===== src/rtl/clk_sel_regs.svh =====
// Purpose: Register offsets, field positions and reset values for the clock selector
// Assumes: Registers sit on the 8-bit special-function register port
// Notes: Definitions only
`ifndef CLK_SEL_REGS_SVH
`define CLK_SEL_REGS_SVH

`define CLOCK_CHOICE_ADDR 8'hA9
`define FAST_A_TRIM_ADDR 8'hC7
`define FAST_B_TRIM_ADDR 8'hD6
`define SLOW_CTRL_ADDR 8'hB1

`define SRC_LSB 0
`define SRC_MSB 2
`define DIV_LSB 4
`define DIV_MSB 6
`define READY_BIT 7

`define SRC_FAST_A 3'h0
`define SRC_EXTERNAL 3'h1
`define SRC_SLOW 3'h2
`define SRC_FAST_B 3'h3
`define SRC_FAST_A_PRE 3'h4
`define SRC_FAST_B_PRE 3'h7

`define SRC_RESET 3'h0
`define DIV_RESET 3'h3

`define SLOW_DIV_LSB 0
`define SLOW_DIV_MSB 1
`define SLOW_TRIM_LSB 2
`define SLOW_TRIM_MSB 5
`define SLOW_EN_BIT 7
`define SLOW_CTRL_RESET 8'h00

`define FAST_B_TRIM_MASK 8'h7F
`define PRESCALE_LAST 2'h2

`endif


===== src/rtl/clk_sel_pkg.sv =====
// Purpose: Types shared by the clock selector files
// Assumes: Offsets and values live in clk_sel_regs.svh
// Notes: Source decode helpers used in several places
package clk_sel_pkg;

  typedef enum logic {
    DIV_PENDING = 1'b0,
    DIV_SETTLED = 1'b1
  } div_state_t;

  typedef logic [2:0] src_code_t;

  function automatic logic src_is_fast_a(input src_code_t src);
    return (src == 3'h0) || (src == 3'h4) || (src == 3'h5) || (src == 3'h6);
  endfunction

  function automatic logic src_is_fast_b(input src_code_t src);
    return (src == 3'h3) || (src == 3'h7);
  endfunction

endpackage


===== src/rtl/system_clock_select_divider.sv =====
// Purpose: System clock source select, 1.5 prescale, power-of-two divide, trims
// Assumes: Oscillator edges arrive as one-cycle ticks synchronous to core_clk
// Notes: core_clock_en is the system clock as an enable pulse
// Behaviour
// - Reset selects first fast oscillator with divide by eight.
// - Source field picks oscillator; divider output is the system clock.
// - System divider offers eight settings, 1 up to 128.
// - Both fast oscillators offer an extra divide by 1.5.
// - Source and divide may change at any time.
// - External clock is always resynchronised when clocking peripherals.
// - Fast oscillators start automatically when selected as source.
// - Each fast oscillator period follows its writable trim register.
// - Slow oscillator has output divider 1, 2, 4 or 8.
// - Slow oscillator has a writable coarse trim field.
// - Slow oscillator usable as system clock right after enable write.
// - Timer capture mode copies count on each tick out of the slow oscillator output divider.
// - Source codes 0,1,2,3,4,7 as fast a, external, slow, fast b, a/1.5, b/1.5.
// - Divide codes 0 to 7 give 1, 2, 4 up to 128.
`timescale 1ns/1ns
`include "clk_sel_regs.svh"
module system_clock_select_divider
  import clk_sel_pkg::*;
(
  input wire logic core_clk,
  input wire logic sys_rst,
  input wire logic [7:0] sfr_addr,
  input wire logic sfr_wr,
  input wire logic sfr_rd,
  input wire logic [7:0] sfr_wdata,
  output logic [7:0] sfr_rdata,
  input wire logic fast_osc_a_tick,
  input wire logic fast_osc_b_tick,
  input wire logic slow_osc_tick,
  input wire logic external_clock_in,
  input wire logic [7:0] factory_trim_a,
  input wire logic [6:0] factory_trim_b,
  input wire logic capture_mode,
  input wire logic [15:0] timer_count,
  output logic core_clock_en,
  output logic ext_periph_tick,
  output logic fast_osc_a_run,
  output logic fast_osc_b_run,
  output logic slow_osc_run,
  output logic [7:0] fast_osc_a_trim,
  output logic [6:0] fast_osc_b_trim,
  output logic [3:0] slow_osc_coarse_trim,
  output logic capture_pulse,
  output logic [15:0] reload_value
);

  // Register state
  src_code_t source_choice_field_r;
  src_code_t source_choice_field_nxt;
  logic [2:0] divide_choice_field_r;
  logic [2:0] divide_choice_field_nxt;
  logic [7:0] fast_a_trim_r;
  logic [7:0] fast_a_trim_nxt;
  logic [6:0] fast_b_trim_r;
  logic [6:0] fast_b_trim_nxt;
  logic [7:0] slow_osc_control_r;
  logic [7:0] slow_osc_control_nxt;
  logic [7:0] rdata_r;
  logic [7:0] rdata_nxt;

  logic wr_choice;
  logic wr_slow;
  logic div_restart;
  logic divider_settled_flag;

  assign wr_choice = sfr_wr && (sfr_addr == `CLOCK_CHOICE_ADDR);
  assign wr_slow = sfr_wr && (sfr_addr == `SLOW_CTRL_ADDR);
  assign div_restart = wr_choice &&
    (sfr_wdata[`DIV_MSB:`DIV_LSB] != divide_choice_field_r);

  always_comb
  begin
    source_choice_field_nxt = source_choice_field_r;
    divide_choice_field_nxt = divide_choice_field_r;
    fast_a_trim_nxt = fast_a_trim_r;
    fast_b_trim_nxt = fast_b_trim_r;
    slow_osc_control_nxt = slow_osc_control_r;
    rdata_nxt = rdata_r;
    if (wr_choice)
    begin
      source_choice_field_nxt = sfr_wdata[`SRC_MSB:`SRC_LSB];
      divide_choice_field_nxt = sfr_wdata[`DIV_MSB:`DIV_LSB];
    end
    if (sfr_wr && (sfr_addr == `FAST_A_TRIM_ADDR))
    begin
      fast_a_trim_nxt = sfr_wdata;
    end
    if (sfr_wr && (sfr_addr == `FAST_B_TRIM_ADDR))
    begin
      fast_b_trim_nxt = sfr_wdata[6:0];
    end
    if (wr_slow)
    begin
      slow_osc_control_nxt = sfr_wdata;
    end
    if (sfr_rd)
    begin
      unique case (sfr_addr)
        `CLOCK_CHOICE_ADDR:
          rdata_nxt = {divider_settled_flag, divide_choice_field_r, 1'b0,
                       source_choice_field_r};
        `FAST_A_TRIM_ADDR:
          rdata_nxt = fast_a_trim_r;
        `FAST_B_TRIM_ADDR:
          rdata_nxt = {1'b0, fast_b_trim_r};
        `SLOW_CTRL_ADDR:
          rdata_nxt = slow_osc_control_r;
        default:
          rdata_nxt = 8'h00;
      endcase
    end
  end

  always_ff @(posedge core_clk)
  begin
    if (sys_rst)
    begin
      source_choice_field_r <= `SRC_RESET;
      divide_choice_field_r <= `DIV_RESET;
      fast_a_trim_r <= factory_trim_a;
      fast_b_trim_r <= factory_trim_b;
      slow_osc_control_r <= `SLOW_CTRL_RESET;
      rdata_r <= 8'h00;
    end
    else
    begin
      source_choice_field_r <= source_choice_field_nxt;
      divide_choice_field_r <= divide_choice_field_nxt;
      fast_a_trim_r <= fast_a_trim_nxt;
      fast_b_trim_r <= fast_b_trim_nxt;
      slow_osc_control_r <= slow_osc_control_nxt;
      rdata_r <= rdata_nxt;
    end
  end

  // External input resync and 1.5 prescalers
  logic ext_meta_r;
  logic ext_sync_r;
  logic ext_prev_r;
  logic ext_rise;
  logic [1:0] osc_tick;
  logic [1:0] pre_tick;
  logic [1:0] pre_cnt_r [2];
  logic [1:0] pre_cnt_nxt [2];

  assign ext_rise = ext_sync_r && !ext_prev_r;
  assign osc_tick = {fast_osc_b_tick, fast_osc_a_tick};

  genvar gi;
  generate
    for (gi = 0; gi < 2; gi++)
    begin : g_prescale
      // Two ticks out per three in, so the average rate is source / 1.5
      assign pre_tick[gi] = osc_tick[gi] && (pre_cnt_r[gi] != 2'h1);
      always_comb
      begin
        pre_cnt_nxt[gi] = pre_cnt_r[gi];
        if (osc_tick[gi])
        begin
          pre_cnt_nxt[gi] = (pre_cnt_r[gi] == `PRESCALE_LAST) ? 2'h0 :
            2'(pre_cnt_r[gi] + 2'h1);
        end
      end
      always_ff @(posedge core_clk)
      begin
        if (sys_rst)
        begin
          pre_cnt_r[gi] <= 2'h0;
        end
        else
        begin
          pre_cnt_r[gi] <= pre_cnt_nxt[gi];
        end
      end
    end
  endgenerate

  // Slow oscillator output divider
  logic slow_div_tick;

  pow2_divider u_slow_div (
    .core_clk(core_clk),
    .sys_rst(sys_rst),
    .tick_in(slow_osc_tick && slow_osc_control_r[`SLOW_EN_BIT]),
    .div_code({1'b0, slow_osc_control_r[`SLOW_DIV_MSB:`SLOW_DIV_LSB]}),
    .restart(1'b0),
    .tick_out(slow_div_tick),
    .settled()
  );

  // Source multiplexer feeding the system divider
  logic src_tick;
  logic sys_tick;

  always_comb
  begin
    unique case (source_choice_field_r)
      `SRC_FAST_A: src_tick = fast_osc_a_tick;
      `SRC_EXTERNAL: src_tick = ext_rise;
      `SRC_SLOW: src_tick = slow_div_tick;
      `SRC_FAST_B: src_tick = fast_osc_b_tick;
      `SRC_FAST_A_PRE: src_tick = pre_tick[0];
      `SRC_FAST_B_PRE: src_tick = pre_tick[1];
      default: src_tick = fast_osc_a_tick;
    endcase
  end

  pow2_divider u_sys_div (
    .core_clk(core_clk),
    .sys_rst(sys_rst),
    .tick_in(src_tick),
    .div_code(divide_choice_field_r),
    .restart(div_restart),
    .tick_out(sys_tick),
    .settled(divider_settled_flag)
  );

  // Output flops
  logic core_clock_en_r;
  logic ext_periph_tick_r;
  logic fast_osc_a_run_r;
  logic fast_osc_b_run_r;
  logic capture_pulse_r;
  logic [15:0] reload_value_r;
  logic [15:0] reload_value_nxt;

  assign reload_value_nxt = (capture_mode && slow_div_tick) ? timer_count :
    reload_value_r;

  always_ff @(posedge core_clk)
  begin
    if (sys_rst)
    begin
      ext_meta_r <= 1'b0;
      ext_sync_r <= 1'b0;
      ext_prev_r <= 1'b0;
      core_clock_en_r <= 1'b0;
      ext_periph_tick_r <= 1'b0;
      fast_osc_a_run_r <= 1'b1;
      fast_osc_b_run_r <= 1'b0;
      capture_pulse_r <= 1'b0;
      reload_value_r <= 16'h0000;
    end
    else
    begin
      ext_meta_r <= external_clock_in;
      ext_sync_r <= ext_meta_r;
      ext_prev_r <= ext_sync_r;
      core_clock_en_r <= sys_tick;
      ext_periph_tick_r <= ext_rise;
      fast_osc_a_run_r <= src_is_fast_a(source_choice_field_nxt);
      fast_osc_b_run_r <= src_is_fast_b(source_choice_field_nxt);
      capture_pulse_r <= capture_mode && slow_div_tick;
      reload_value_r <= reload_value_nxt;
    end
  end

  assign sfr_rdata = rdata_r;
  assign core_clock_en = core_clock_en_r;
  assign ext_periph_tick = ext_periph_tick_r;
  assign fast_osc_a_run = fast_osc_a_run_r;
  assign fast_osc_b_run = fast_osc_b_run_r;
  assign slow_osc_run = slow_osc_control_r[`SLOW_EN_BIT];
  assign fast_osc_a_trim = fast_a_trim_r;
  assign fast_osc_b_trim = fast_b_trim_r;
  assign slow_osc_coarse_trim = slow_osc_control_r[`SLOW_TRIM_MSB:`SLOW_TRIM_LSB];
  assign capture_pulse = capture_pulse_r;
  assign reload_value = reload_value_r;

  a_reset_defaults: assert property (@(posedge core_clk)
    sys_rst |=> source_choice_field_r == `SRC_RESET && divide_choice_field_r == `DIV_RESET
      && fast_osc_a_run_r && divider_settled_flag)
    else $error("Reset did not select fast oscillator a divided by eight");

  a_core_en_cause: assert property (@(posedge core_clk) disable iff (sys_rst)
    core_clock_en_r |-> $past(src_tick) && !$past(div_restart))
    else $error("System clock enable without a source tick");

  a_ready_drops: assert property (@(posedge core_clk) disable iff (sys_rst)
    div_restart |=> !divider_settled_flag ##0 !rdata_r[`READY_BIT] || !$past(sfr_rd))
    else $error("Ready flag did not drop on a new divide setting");

  a_div_one_pass: assert property (@(posedge core_clk) disable iff (sys_rst)
    divide_choice_field_r == 3'h0 && src_tick && !div_restart |=> core_clock_en_r)
    else $error("Divide by one did not pass every source tick");

  a_fast_autostart: assert property (@(posedge core_clk) disable iff (sys_rst)
    wr_choice && src_is_fast_b(sfr_wdata[`SRC_MSB:`SRC_LSB]) |=> fast_osc_b_run_r
      && !fast_osc_a_run_r)
    else $error("Second fast oscillator not started on selection");

  a_ext_resync: assert property (@(posedge core_clk) disable iff (sys_rst)
    $rose(ext_sync_r) |=> ext_periph_tick_r ##1 !ext_periph_tick_r)
    else $error("External clock edge not resynchronised to one pulse");

  a_trim_write: assert property (@(posedge core_clk) disable iff (sys_rst)
    sfr_wr && sfr_addr == `FAST_B_TRIM_ADDR |=>
      fast_osc_b_trim == ($past(sfr_wdata) & `FAST_B_TRIM_MASK) >> 0)
    else $error("Fast oscillator b trim not written");

  a_slow_enable: assert property (@(posedge core_clk) disable iff (sys_rst)
    wr_slow && sfr_wdata[`SLOW_EN_BIT] |=> slow_osc_run)
    else $error("Slow oscillator not enabled by its write");

  a_capture_copy: assert property (@(posedge core_clk) disable iff (sys_rst)
    capture_mode && slow_div_tick |=> capture_pulse_r && reload_value_r == $past(timer_count))
    else $error("Timer count not captured on slow oscillator edge");

endmodule


===== src/rtl/pow2_divider.sv =====
// Purpose: Power-of-two tick divider with a settled indication
// Assumes: tick_in is a one-cycle pulse per source edge
// Notes: Divides by 2**div_code, 1 up to 128
`timescale 1ns/1ns
`include "clk_sel_regs.svh"
module pow2_divider
  import clk_sel_pkg::*;
(
  input wire logic core_clk,
  input wire logic sys_rst,
  input wire logic tick_in,
  input wire logic [2:0] div_code,
  input wire logic restart,
  output logic tick_out,
  output logic settled
);

  logic [6:0] cnt_r;
  logic [6:0] cnt_nxt;
  div_state_t state_r;
  div_state_t state_nxt;
  logic [6:0] mask;

  assign mask = 7'((8'h01 << div_code) - 8'h01);
  // A count left above a smaller new limit wraps at the next tick
  assign tick_out = tick_in && !restart && (cnt_r >= mask);
  assign settled = (state_r == DIV_SETTLED);

  always_comb
  begin
    cnt_nxt = cnt_r;
    state_nxt = state_r;
    if (restart)
    begin
      cnt_nxt = 7'h00;
      state_nxt = DIV_PENDING;
    end
    else if (tick_in)
    begin
      if (cnt_r >= mask)
      begin
        cnt_nxt = 7'h00;
        state_nxt = DIV_SETTLED;
      end
      else
      begin
        cnt_nxt = 7'(cnt_r + 7'h01);
      end
    end
  end

  always_ff @(posedge core_clk)
  begin
    if (sys_rst)
    begin
      cnt_r <= 7'h00;
      state_r <= DIV_SETTLED;
    end
    else
    begin
      cnt_r <= cnt_nxt;
      state_r <= state_nxt;
    end
  end

  a_div_count: assert property (@(posedge core_clk) disable iff (sys_rst)
    tick_in && !restart && (cnt_r < mask) |=> cnt_r == 7'($past(cnt_r) + 7'h01))
    else $error("Divider count did not advance");

  a_div_settle: assert property (@(posedge core_clk) disable iff (sys_rst)
    tick_out |=> settled)
    else $error("Divider did not report settled after output tick");

  a_div_restart: assert property (@(posedge core_clk) disable iff (sys_rst)
    restart |=> !settled && cnt_r == 7'h00)
    else $error("Divider restart not taken");

endmodule


===== config.mk =====
export PLATFORM = sky130hd
export DESIGN_NAME = system_clock_select_divider
export DESIGN_NICKNAME = d
export VERILOG_FILES = /design/src/rtl/clk_sel_pkg.sv /design/src/rtl/system_clock_select_divider.sv /design/src/rtl/pow2_divider.sv
export VERILOG_INCLUDE_DIRS = /design/src /design/src/rtl
export SDC_FILE = /design/constraint.sdc
export NUM_CORES = 1
export LEC_CHECK = 0
export BUFFER_PORTS_ARGS = -buffer_cell sky130_fd_sc_hd__buf_2
export CAP_MARGIN = 0
export CORE_UTILIZATION = 49
export CTS_BUF_LIST = sky130_fd_sc_hd__clkbuf_8
export CTS_CLUSTER_DIAMETER = 50
export DETAILED_ROUTE_END_ITERATION = 8
export GPL_ROUTABILITY_DRIVEN = 0
export GPL_TIMING_DRIVEN = 0
export PLACE_DENSITY = 0.79
export SKIP_CTS_REPAIR_TIMING = 1
export SLEW_MARGIN = 20
export SYNTH_ARGS = -nofsm -noshare
export SYNTH_HDL_FRONTEND = slang
export SYNTH_SLANG_ARGS = --single-unit

===== constraint.sdc =====
create_clock -name core_clk -period 2.5 [get_ports core_clk]
set_clock_uncertainty 0.1 [all_clocks]
set_input_delay 0.625 -clock core_clk [delete_from_list [all_inputs] [get_ports core_clk]]
set_output_delay 0.625 -clock core_clk [all_outputs]
set_load 0.02 [all_outputs]

==> results.ini, run 1 <==
[layout]
nNetsFinal = 572
area_growth_pct = 24.13
final-instance-count-excl-fill = 608
seqCellArea_mm2 = 0.001758
mostFrequentLayoutCells = 105 x buf_2, 62 x dfxtp_1, 51 x nand2_1, 47 x nor2_1, 36 x a21oi_1
multiInputGateArea_mm2 = 0.001819
drive_above_1_share = 0.2947
n_antenna_cell = 0
fin_area_mm2 = 0.004589
layout_commonest_cell = buf_2
fill_cells = 628

[worst_hold_path]
hp-start = ext_prev_r
hold_end = ext_periph_tick
min_path_type = reg -> reg
hold_depth = 1

[setup_path]
crit_path_end_kind = register
crit_type = reg -> reg
cp_common_cell = nor2_1
rrSetupSlack_ns = 0.11
r2r_cells = 9
path_cells = or2_2 > ha_1 > nor2_1 > a21oi_1 > o311a_1 > nand2_4 > buf_12 > mux2i_1 > nor2_1
cp_top_family = simple AND/OR/NAND/NOR gates
crit_slowest_cell = o311a_1
crit_path_max_incr_delay_ns = 0.40
r2r-end = reload_value[10]
regToRegStartpoint = slow_osc_control_r[1]
critical_path_cell_count = 9
cp_num_buf_inv = 1
crit_arrival_ns = 2.54
start_kind = register
cp.required_ns = 2.65
worstPathMaxFanout = 10

[die]
dieArea_mm2 = 0.007897
chipHeight_um = 88.87
io_pins = 105
dieWidth_um = 88.87
start_util = 0.5070
rows = 31
coreArea_mm2 = 0.007292

[power]
power_density_mw_per_mm2 = 588.9
p_leak_nw = 2.130
ir_drop_mv = 0.4196

[clock_tree]
cts.sinks = 80
insertion_delay_ns = 0.36
clockBufferDepth = 2
htreeDepth = 3
cts_buffers = 9
cts_tree = done
cts_root_buffer = clkbuf_8
clkTransAtPathRegs_ns = 0.10

[synth]
ys.warnings.count = 0
synth.area.mux_share = 0.05719
synth_edf_count = 15
synth.avg_cell_area_um2 = 9.456
yosys.area_share.simple = 0.2186
ys_ff_latch = 80
synthesis.nets = 459
synth_xor_area_frac = 0.03316
synth_cells = 391
synth_top_family_by_area = simple AND/OR/NAND/NOR gates
synth_fa_ha_area_frac = 0.04061
synth_cell_type_count = 56
synthArstFlopShare = 0
ys.flop_type = dfxtp_1
syn_area_mm2 = 0.003697
ys_seq_area_frac = 0.4738
synth_compound_area_frac = 0.1384

[placement]
placed_cells = 594
postPlaceCellArea_mm2 = 0.004342
io_buffers = 104
dp_hpwl_um = 6529

[detailed_routing]
routedWlPerCell_um = 14.67
drcViolationCount = 0
ant_nets = 0
drt-initial-drc-count = 222
avgViaCountPerCell = 5.332
routed_wl_um = 8920
vias = 3242
first_pass_iters = 5

[timing]
period_needed_ns = 2.385
fin_crit_sh = 0.9542
setup_tns_ns = 0
setup-violations-final = 0
tightest_slew_ns = 1.013
grt_setup_unrepaired = false
hold_ws_ns = 0.3216
max_freq_mhz = 419.2
drv_slew = 0
slew-limit-headroom = 0.3189
finalHoldViolCount = 0

[global_route]
grt_pass1_wl_um = 13700
grt_overflow = 0
grt_pass1_vias = 2920
grt_usage = 0.2310
antenna_found_initial = 0
grt_max_degree = 17

[run_status]
run_status = complete, no violations

[flow_run]
drv_cap = 0

final cells by class:
class	count	area share
clock buffers	9	0.02699
multi-input cells	282	0.3964
well taps	99	0.02699
flip-flops and latches	80	0.3830
plain buffers	17	0.02127
inverters	10	0.008179
clock inverters	7	0.02372
repair buffers	104	0.1134
state kept, by name (all words and copies together), names as in the netlist:
signal                 cells
reload_value              16
fast_osc_a_trim            8
sfr_rdata                  8
slow_osc_control_r         8
fast_osc_b_trim            7
u_slow_div.cnt_r           7
u_sys_div.cnt_r            7
pre_cnt_r                  4
divide_choice_field_r      3
source_choice_field_r      3
capture_pulse              1
core_clock_en              1
ext_meta_r                 1
ext_periph_tick            1
ext_prev_r                 1
ext_sync_r                 1
fast_osc_a_run             1
fast_osc_b_run             1
u_sys_div.settled          1
per-stage QoR:
step                        util  worst slack [ns]  total power, mW
after floorplan                -            0.1324            1.515
after global placement    0.5954           -0.2260            1.614
after detailed placement  0.5954           -0.2794            1.620
after CTS                 0.6273           -0.1336            2.721
after global routing      0.6294         0.0001887            2.807
final                     0.6294            0.1146            2.702
power by group:
group	leakage, nW	total (mW)	internal [mW]	switching, mW
Clock	0.119	1.11	0.587	0.523
Sequential	0.671	1.37	1.35	0.0206
Combinational	1.34	0.224	0.0875	0.136
Total	2.13	2.70	2.02	0.680
worst max path at each step:
stage | startpoint | endpoint | slack, ns
global route | slow_osc_control_r[1] | reload_value[8] | 0.0002
finish | slow_osc_control_r[1] | reload_value[10] | 0.11
detailed placement | sfr_addr[5] | sfr_rdata[2] | -0.28
floorplan | divide_choice_field_r[1] | u_sys_div.cnt_r[1] | 0.13
global placement | sfr_addr[5] | fast_osc_a_trim[5] | -0.23
CTS | divide_choice_field_r[1] | u_sys_div.cnt_r[5] | -0.13
logic make-up after synthesis:
| logic type | after synthesis |
|---|---|
| buf+inv | 29 |
| fa+ha+maj | 12 |
| flops | 80 |
| simple gates | 159 |
| compound gates | 76 |
| xor+xnor | 14 |
| mux | 21 |
metal layers:
metal  GRT usage  wire [um]
met2      0.3832       4336
met3     0.04198        582
met4     0.09091        161
met1      0.2989       3840
met5           0          0
Yosys cell counts, types with 2 or more instances:
master	instances	area (um2)
a211o_1	3	26.28
a21boi_0	2	15.01
a21o_1	3	22.52
a21oi_1	37	185.2
a21oi_2	2	17.52
a222oi_1	2	20.02
a22oi_1	12	90.09
and3_1	5	31.28
buf_4	4	30.03
clkbuf_1	12	45.04
dfxtp_1	65	1301
edfxtp_1	15	450.4
ha_1	12	150.1
inv_1	10	37.54
mux2i_1	20	200.2
nand2_1	51	191.4
nand2b_1	10	62.56
nand3_1	17	85.08
nor2_1	48	180.2
nor2b_1	3	18.77
nor3_1	5	25.02
nor4b_2	2	30.03
o21ai_0	5	25.02
or3_1	2	12.51
xnor2_1	11	96.34
xor2_1	3	26.28
No activity file was read; power rests on OpenSTA's default activity.
==> inputs of run 2 (changes only) <==
==> constraint.sdc (replaced) <==
create_clock -name core_clk -period 2 [get_ports core_clk]
set_clock_uncertainty 0.1 [all_clocks]
set_input_delay 0.5 -clock core_clk [delete_from_list [all_inputs] [get_ports core_clk]]
set_output_delay 0.5 -clock core_clk [all_outputs]
set_load 0.05 [all_outputs]
==> results.ini, run 2 (same netlist as run 1, synthesis figures left out) <==
[run_status]
run_status = complete, but fails checks
violations = setup timing

[global_route]
grt_pass1_vias = 3040  ; +4.1%
grt_pass1_wl_um = 13740  ; +0.30%
grt_overflow = 0  ; unchanged
grt_max_degree = 16  ; -1
antenna_found_initial = 0  ; unchanged
grt_usage = 0.2321  ; +0.001096

[timing]
setup-violations-final = 25  ; +25
max_freq_mhz = 442.5  ; +5.5%
finalHoldViolCount = 0  ; unchanged
drv_slew = 0  ; unchanged
tightest_slew_ns = 0.6303  ; -0.3829 ns
fin_crit_sh = 1.130  ; +0.1759
period_needed_ns = 2.260  ; -0.1253 ns
setup_tns_ns = -3.359  ; -3.359 ns
hold_ws_ns = 0.2542  ; -0.06736 ns
slew-limit-headroom = 0.5766  ; +0.2577
fin_ws_ns = -0.2601  ; -0.3747 ns
grt_setup_unrepaired = true

[layout]
fin_area_mm2 = 0.004887  ; +6.5%
seqCellArea_mm2 = 0.001765  ; +0.43%
layout_commonest_cell = buf_2
nNetsFinal = 588  ; +2.8%
multiInputGateArea_mm2 = 0.001967  ; +8.1%
final-instance-count-excl-fill = 624  ; +2.6%
n_antenna_cell = 0  ; unchanged
largest_reg_flops = 16  ; unchanged
area_growth_pct = 32.18
drive_above_1_share = 0.3524  ; +0.05769
mostFrequentLayoutCells = 104 x buf_2, 60 x dfxtp_1, 49 x nand2_1, 47 x nor2_1, 33 x a21oi_1
fill_cells = 587  ; -6.5%

[flow_run]
drv_cap = 0  ; unchanged

[worst_hold_path]
hold_depth = 2  ; +1
hold_end = ext_meta_r
min_path_type = in -> reg
hp-start = external_clock_in

[setup_path]
regToRegStartpoint = divide_choice_field_r[1]
r2r_cells = 8  ; -1
cp.required_ns = 2.20  ; -0.45 ns
worstPathMaxFanout = 7  ; -3
rrSetupSlack_ns = -0.26  ; -0.37 ns
crit_arrival_ns = 2.46  ; -0.08 ns
start_kind = register
crit_type = reg -> reg
crit_path_end_kind = register
r2r-end = u_sys_div.cnt_r[6]

[power]
clkPwrFrac = 0.378  ; -0.033
power_density_mw_per_mm2 = 682.5  ; +16%
p_switching_mw = 0.9054  ; +33%
p_leak_nw = 2.230  ; +4.7%
p_sw_frac = 0.2714  ; +0.01993
combPwrFrac = 0.110  ; +0.027
p_int_mw = 2.430  ; +20%
ir_drop_mv = 0.5232  ; +25%
p_seq_frac = 0.512  ; +0.005

[die]
start_util = 0.5070  ; unchanged
io_pins = 105  ; unchanged
rows = 31  ; unchanged
coreArea_mm2 = 0.007292  ; unchanged
dieWidth_um = 88.87  ; unchanged
chipHeight_um = 88.87  ; unchanged
dieArea_mm2 = 0.007897  ; unchanged

[detailed_routing]
vias = 3383  ; +4.3%
routedWlPerCell_um = 15.17  ; +3.4%
routed_wl_um = 9467  ; +6.1%
avgViaCountPerCell = 5.421  ; +1.7%
drcViolationCount = 0  ; unchanged
first_pass_iters = 6  ; +1
drt-initial-drc-count = 176  ; -21%
ant_nets = 0  ; unchanged

[clock_tree]
cts.sinks = 80  ; unchanged
insertion_delay_ns = 0.35  ; about the same
cts_buffers = 9  ; unchanged
cts_root_buffer = clkbuf_8
clockBufferDepth = 2  ; unchanged
cts_tree = done
htreeDepth = 3  ; unchanged
clkTransAtPathRegs_ns = 0.09  ; about the same

[placement]
placed_cells = 594  ; unchanged
dp_hpwl_um = 6638  ; +1.7%
io_buffers = 104  ; unchanged
dp_worst_setup_slack_ns = -0.4997  ; -0.2204 ns
postPlaceCellArea_mm2 = 0.004385  ; +1.0%

## run 2: power groups by stage
| stage | logic [mW] | clock network, mW | registers, mW |
|---|---|---|---|
| floorplan | 0.112 | 0 | 1.85 |
| global placement | 0.338 | 0 | 1.75 |
| detailed placement | 0.344 | 0 | 1.75 |
| CTS | 0.346 | 1.28 | 1.71 |
| global route | 0.392 | 1.36 | 1.71 |
| finish | 0.366 | 1.26 | 1.71 |
## run 2: through the flow
stage | util | power [mW]
2_1_floorplan | - | 1.961
3_5_place_dp | 0.6014 | 2.093
6_report | 0.6702 | 3.336
4_1_cts | 0.6306 | 3.337
5_1_grt | 0.6702 | 3.464
3_3_place_gp | 0.6014 | 2.085
## run 2: layer usage
layer | vias up | track usage | share of wire
met5 | - | 0 | 0
met4 | 0 | 0.1129 | 0.026
met3 | 30 | 0.04757 | 0.079
met2 | 149 | 0.3902 | 0.49
met1 | 1577 | 0.2840 | 0.40
li1 | 1627 | - | -
## run 2: how the worst max path moves through the flow
stage	startpoint	end	slack (ns)	cells past startpoint
finish	divide_choice_field_r[1]	u_sys_div.cnt_r[6]	-0.26	8
CTS	divide_choice_field_r[2]	u_sys_div.cnt_r[6]	-0.46	9
global route	divide_choice_field_r[1]	u_sys_div.cnt_r[6]	-0.34	8
detailed placement	sfr_addr[2]	slow_osc_control_r[2]	-0.50	7
global placement	sfr_addr[2]	slow_osc_control_r[7]	-0.48	7
floorplan	divide_choice_field_r[1]	u_sys_div.cnt_r[1]	-0.25	9
## run 2: critical path, stage by stage (launching register included)
cell	delay (ns)
dfxtp_4	0.37
or3_4	0.40
ha_4	0.22
nand2b_4	0.12
a211o_1	0.27
a21oi_2	0.15
o21ai_2	0.09
a211o_4	0.38
a21oi_2	0.11
## run 2: area by class of cell
class                           instances  area share
Timing Repair Buffer                  121      0.1400
Clock buffer                           10     0.02816
Inverter                               10    0.007680
Tap cell                               99     0.02535
Sequential cell                        80      0.3612
Clock inverter                          6     0.01536
Buffer                                 16     0.01971
Multi-Input combinational cell        282      0.4025
